==> config.mk <==
export PLATFORM = sky130hd
export DESIGN_NAME = hes_pin
export DESIGN_NICKNAME = d
export VERILOG_FILES = /design/src/hw/hes_pkg.sv /design/src/hw/hes_keeper.sv /design/src/hw/hes_pin.sv
export SDC_FILE = /design/constraint.sdc
export NUM_CORES = 1
export LEC_CHECK = 0
export BUFFER_PORTS_ARGS = -buffer_cell sky130_fd_sc_hd__buf_2
export CAP_MARGIN = 5
export CORE_AREA = 3 3 40 42
export DETAILED_ROUTE_END_ITERATION = 10
export DIE_AREA = 0 0 43 45
export GPL_TIMING_DRIVEN = 1
export PLACE_DENSITY_LB_ADDON = 0.1
export SKIP_LAST_GASP = 1
export SLEW_MARGIN = 20
export SYNTH_ARGS = -nofsm -noshare
export SYNTH_HDL_FRONTEND = slang
export SYNTH_SLANG_ARGS = --single-unit
==> constraint.sdc <==
create_clock -name clk -period 2.2 [get_ports clk]
set_clock_uncertainty 0.15 [all_clocks]
set_input_delay 0.44 -clock clk [delete_from_list [all_inputs] [get_ports clk]]
set_output_delay 0.44 -clock clk [all_outputs]
set_load 0.005 [all_outputs]
==> src/hw/hes_pkg.sv <==
// Constants and types for the high-half enable / status pin block
package hes_pkg;
	// Bus T-state encoding as seen by this block
	typedef enum logic [2:0] {
		TS_IDLE,
		TS_T1,
		TS_T2,
		TS_T3,
		TS_T4
	} tstate_t;
	// Transfer kinds requested by the bus unit
	typedef enum logic [1:0] {
		XF_READ,
		XF_WRITE,
		XF_INTA
	} xfer_t;
	// Reset values of the pin flip-flops
	localparam logic RST_PIN_OUT = 1'b1;
	localparam logic RST_PIN_OE  = 1'b0;
	localparam logic RST_KEEP    = 1'b1;
	// Width of a transfer size request: 1 = byte, 2 = word
	localparam logic [1:0] SIZE_BYTE = 2'h1;
	localparam logic [1:0] SIZE_WORD = 2'h2;
	// Number of T-states in a bus cycle without wait states
	localparam logic [2:0] T_LAST = 3'h4;
endpackage : hes_pkg

==> src/hw/hes_keeper.sv <==
// Weak bus-hold keeper that remembers the last valid driven level
`timescale 1ns/100ps
`default_nettype none
module hes_keeper
	import hes_pkg::*;
(
	input  wire logic clk,      // System clock
	input  wire logic reset,    // Async reset, active high
	input  wire logic ce,       // Clock enable
	input  wire logic drive_en, // Strong drive active
	input  wire logic drive_v,  // Level being driven
	output logic      keep_v    // Last valid level
);
	// Capture only while strongly driven, so a float holds the last level
	always_ff @(posedge clk or posedge reset) begin
		if (reset)
			keep_v <= RST_KEEP;
		else if (ce && drive_en)
			keep_v <= drive_v;
	end
endmodule : hes_keeper
`default_nettype wire

==> src/hw/hes_pin.sv <==
// Multiplexed high-half byte-enable and status-bit-seven pin driver
`timescale 1ns/100ps
`default_nettype none
module hes_pin
	import hes_pkg::*;
(
	input  wire logic       clk,              // System clock, 10 MHz
	input  wire logic       reset,            // Async reset, active high
	input  wire logic       ce,               // Clock enable, freezes state
	input  wire logic       cycle_start,      // Pulse: begin a bus cycle
	input  wire logic [1:0] cycle_kind,       // Read, write or acknowledge
	input  wire logic [1:0] cycle_size,       // Byte or word
	input  wire logic       addr_lsb,         // Address bit zero of cycle
	input  wire logic       inta_first,       // First acknowledge of a pair
	input  wire logic       wait_req,         // Insert a wait after T3
	input  wire logic       hold_ack,         // Local bus hold or grant
	input  wire logic       status_bit_seven, // Status value for T2..T4
	output logic            high_enable_status_pin_o,  // Pin output level
	output logic            high_enable_status_pin_oe, // Pin strong drive
	output logic            address_bit_zero,          // Address bit zero
	output logic            high_half_enable,          // Latched enable
	output logic [2:0]      bus_tstate                 // Current T-state
);
	tstate_t ts_ff;
	tstate_t nxt_ts;
	logic    kind_inta_ff;
	logic    hen_ff;
	logic    a0_ff;
	logic    pin_ff;
	logic    oe_ff;
	logic    keep_v;

	// Cycle qualifiers of the request
	wire is_inta   = (cycle_kind == 2'(XF_INTA));
	wire is_word   = (cycle_size == SIZE_WORD);
	wire upper_mv  = is_word || addr_lsb;
	wire req_hen_n = is_inta ? ~inta_first : ~upper_mv;
	wire req_a0    = is_word ? 1'b0 : addr_lsb;

	// T-state sequencer; wait states stretch T3
	always_comb begin
		nxt_ts = ts_ff;
		case (ts_ff)
			TS_IDLE: if (cycle_start) nxt_ts = TS_T1;
			TS_T1:   nxt_ts = TS_T2;
			TS_T2:   nxt_ts = TS_T3;
			TS_T3:   if (!wait_req) nxt_ts = TS_T4;
			TS_T4:   nxt_ts = cycle_start ? TS_T1 : TS_IDLE;
			default: nxt_ts = TS_IDLE;
		endcase
	end

	wire enter_t1 = (nxt_ts == TS_T1) && (ts_ff != TS_T1);
	// drive only outside hold and idle; in acknowledge only on entry to T1
	wire drive_ok = !hold_ack && !(kind_inta_ff && !enter_t1)
		&& (nxt_ts != TS_IDLE);
	wire pin_val  = (nxt_ts == TS_T1) ? req_hen_n : status_bit_seven;
	wire hen_val  = enter_t1 ? req_hen_n : hen_ff;

	always_ff @(posedge clk or posedge reset) begin
		if (reset)
			ts_ff <= TS_IDLE;
		else if (ce)
			ts_ff <= nxt_ts;
	end

	// Latch cycle attributes at the start of T1
	always_ff @(posedge clk or posedge reset) begin
		if (reset) begin
			kind_inta_ff <= 1'b0;
			a0_ff        <= 1'b0;
		end else if (ce && enter_t1) begin
			kind_inta_ff <= is_inta;
			a0_ff        <= req_a0;
		end
	end

	// Pin flip-flops; T1 of every acknowledge outside hold still drives the enable, low for the first
	always_ff @(posedge clk or posedge reset) begin
		if (reset) begin
			hen_ff <= RST_PIN_OUT;
			pin_ff <= RST_PIN_OUT;
			oe_ff  <= RST_PIN_OE;
		end else if (ce) begin
			hen_ff <= hen_val;
			oe_ff  <= drive_ok || (enter_t1 && is_inta && !hold_ack);
			// keep last level
			// The keeper lags the pin by one edge, so use the pin itself then
			pin_ff <= (drive_ok || (enter_t1 && is_inta && !hold_ack))
				? pin_val : (oe_ff ? pin_ff : keep_v);
		end
	end

	// Keeper follows the pin while driven
	hes_keeper u_keeper (
		.clk      (clk),
		.reset    (reset),
		.ce       (ce),
		.drive_en (oe_ff),
		.drive_v  (pin_ff),
		.keep_v   (keep_v)
	);

	assign high_enable_status_pin_o  = pin_ff;
	assign high_enable_status_pin_oe = oe_ff;
	assign high_half_enable          = hen_ff;
	assign address_bit_zero          = a0_ff;
	assign bus_tstate                = ts_ff;
endmodule : hes_pin
`default_nettype wire

==> impl_results.md <==
- Area growth, synth to finish: 29.7%
- WL/cell: 10.5 microns
- Crit path arrival time: 1.64 ns
- IO buf count: 19
- Clock Latency Late Sink: 0.26 ns
- Worst-Margin Slew: 0.324 ns
- # IOs: 20
- VDD IR max: 0.529 mV
- Number of remaining DRC errors: 0
- Gate power share: 0.360
- Syn Nets: 62
- Vias in the first global route: 355
- RSZ-0062 raised after global routing: no
- Clock Path Buffers: 2
- Synthesis Warnings: 0
- Initial core utilization: 0.381
- Post-synth top area share: 0.307
- CP bufs+invs: 0
- Critical path class: register to register
- CP Capture Type: register
- Reg power frac: 0.463
- Seq/Total Area, Yosys: 0.468
- CTS tree: done
- Setup-failing EPs final: 0
- Highest-count cells in the layout ignoring fill and taps: buf_2, dfrtp_1, nor2b_1, inv_1
- Synthesized area per cell: 9.98 sq um
- Routed vias/inst: 4.74
- Worst reg2reg endpoint: high_enable_status_pin_o
- H-tree depth: 1
- Fmax: 0.625 GHz
- Crit path max fanout: 8
- GRT overflow: 0
- Die Ht: 45 microns
- Fin crit share: 0.727
- Post-Synthesis Cell Area: 489 sq um
- Min-delay src: wait_req
- Initial DRC Count: 4
- Net Sw Power: 0.000228 W
- CTS root buf: clkbuf_4
- Endpoint, Worst Hold: bus_tstate[2]
- Synth area leaders: dfrtp_1, dfstp_2, nor2b_1
- Worst min-delay path class: primary input to register
- Startpoint types: register
- Final HPWL DP: 748 microns
- Gr usage total: 0.104
- Final Core Density: 0.494
- Minimum clock period: 1.60 ns
- Worst Setup SP: bus_tstate[0]
- Clk pwr share: 0.178
- N_diodes: 0
- Largest delay share family, worst path: flip-flops
- Pleak: 0.313 nW
- Final Hold Viols: 0
- Maxcap violations: 0
- CP cell instances: nor3b_2 -> mux2_4 -> a211o_1
- TNS Setup: 0 ns
- Status: completed
- CP max stage delay: 0.45 ns
- Worst EP required: 2.24 ns
- Share of layout cells above drive strength 1: 0.417
- Pwr per Cell Area: 1100 mW/mm^2
- Die area: 0.00194 sq mm
- Cell Area, Placed: 598 sq um
- R2R Setup Slk: 0.60 ns
- Worst slew margin: 0.782
- Clk sinks: 9
- Critical-path top delay cell: dfrtp_1
- Largest net degree at the start of global routing: 10
- CTS clk-pin slew, worst paths: 0.06 ns
- Hold Crit Depth: 2
- Yosys cell types: 25
- # rows: 13
- Initial antenna violation count: 0
- Cells after Synth: 49
- 1st-pass router iterations: 2
- Most common cell after layout, fill and taps aside: buf_2
- R2r worst-path depth: 3
- Design area: 634 sq um
- Final max-slew violation count: 0
- First-pass GRT wire length: 1450 microns
- Inserted Clock Buffers: 3
- FF+latch count, synth: 9
- WL final: 917 microns
- Vias: 412
- Fin nets: 86
- RePlAce Congestion: 0.721
- PostCTS Resize Cnt: 0
- Switch share: 0.328
- Leading area contributor after synthesis: dfrtp_1
- Cell internal pwr: 0.000468 W
- Die X: 43 microns
- Core Box Area: 0.00128 sq mm
- Worst reg2reg startpoint: bus_tstate[0]
- Routed Antenna Nets: 0
-- metrics by stage --
stage	hold slack [ns]	std cells	setup WS (ns)	total power, W
finish	0.243	87	0.600	0.000697
CTS	0.236	87	0.601	0.000707
detailed placement	0.260	82	0.569	0.000578
global placement	0.264	82	0.573	0.000583
global route	0.260	87	0.549	0.000755
floorplan	0.116	49	0.650	0.000482
-- repair_timing --
item                                    CTS  global route
hold buffers                              1             0
endpoints found under the setup margin    0             0
buffers inserted                          0             0
hold endpoints to repair                  6             0
-- cell usage after synthesis, drive strengths merged --
cell type / instances
dfrtp: 6
nor2b: 5
inv: 4
mux2: 4
nand2: 4
a21oi: 3
dfstp: 3
o21ai: 3
nand3b: 2
nor2: 2
o31ai: 2
a211o: 1
a21o: 1
a2bb2oi: 1
and2: 1
buf: 1
nand3: 1
nor3: 1
nor3b: 1
o22ai: 1
or2: 1
or3b: 1
-- per-layer routing --
layer  share of wire  vias to the layer above  global-route usage
met1            0.49                      180               0.145
met2            0.43                       14               0.132
met4               0                        0              0.0723
li1                -                      218                   -
met3           0.077                        0              0.0359
met5               0                        -                   0
-- registers in the layout, indices dropped and copies added, names as in the netlist --
register                   count
high_enable_status_pin_o       1
high_half_enable               1
u_keeper.keep_v                1
address_bit_zero               1
kind_inta_ff                   1
bus_tstate                     3
high_enable_status_pin_oe      1
-- power groups by stage --
| stage | Combinational (W) | Clock (W) | Sequential, W |
|---|---|---|---|
| 6_report | 0.000250 | 0.000124 | 0.000322 |
| 5_1_grt | 0.000283 | 0.000137 | 0.000335 |
| 4_1_cts | 0.000256 | 0.000129 | 0.000322 |
| 3_5_place_dp | 0.000255 | 0 | 0.000324 |
| 3_3_place_gp | 0.000257 | 0 | 0.000326 |
| 2_1_floorplan | 0.000161 | 0 | 0.000321 |
-- worst max-delay path by stage --
stage / end / cells past startpoint
6_report: high_enable_status_pin_o / 3
5_1_grt: high_enable_status_pin_o / 3
4_1_cts: high_enable_status_pin_o / 3
3_5_place_dp: high_enable_status_pin_o / 4
3_3_place_gp: high_enable_status_pin_o / 4
2_1_floorplan: high_enable_status_pin_o / 3
-- layout make-up --
cell class                 count  area [sq um]
inverter                       4          15.0
sequential                     9           229
clock buffer                   4          26.3
tap                           15          18.8
multi-input combinational     35           240
timing repair buffer          20           105
fill                         123           651
-- kinds of logic (layout without fill, tap and decap cells) --
| kind of cell | count (synthesis) | count (layout) | synth area share |
|---|---|---|---|
| AO/OA/AOI/OAI | 12 | 12 | 0.156 |
| buffers and inverters | 5 | 28 | 0.0409 |
| flip-flops | 9 | 9 | 0.468 |
| multiplexers | 4 | 4 | 0.0997 |
| AND/OR/NAND/NOR | 19 | 19 | 0.235 |
-- worst register-to-register path: cells and delay by family, from the launching register on --
family	cells	cell delay, ns
multiplexers	1	0.33
AO/OA/AOI/OAI	1	0.28
AND/OR/NAND/NOR	1	0.32
flip-flops	1	0.45
Power figures use the tool's default switching activity.
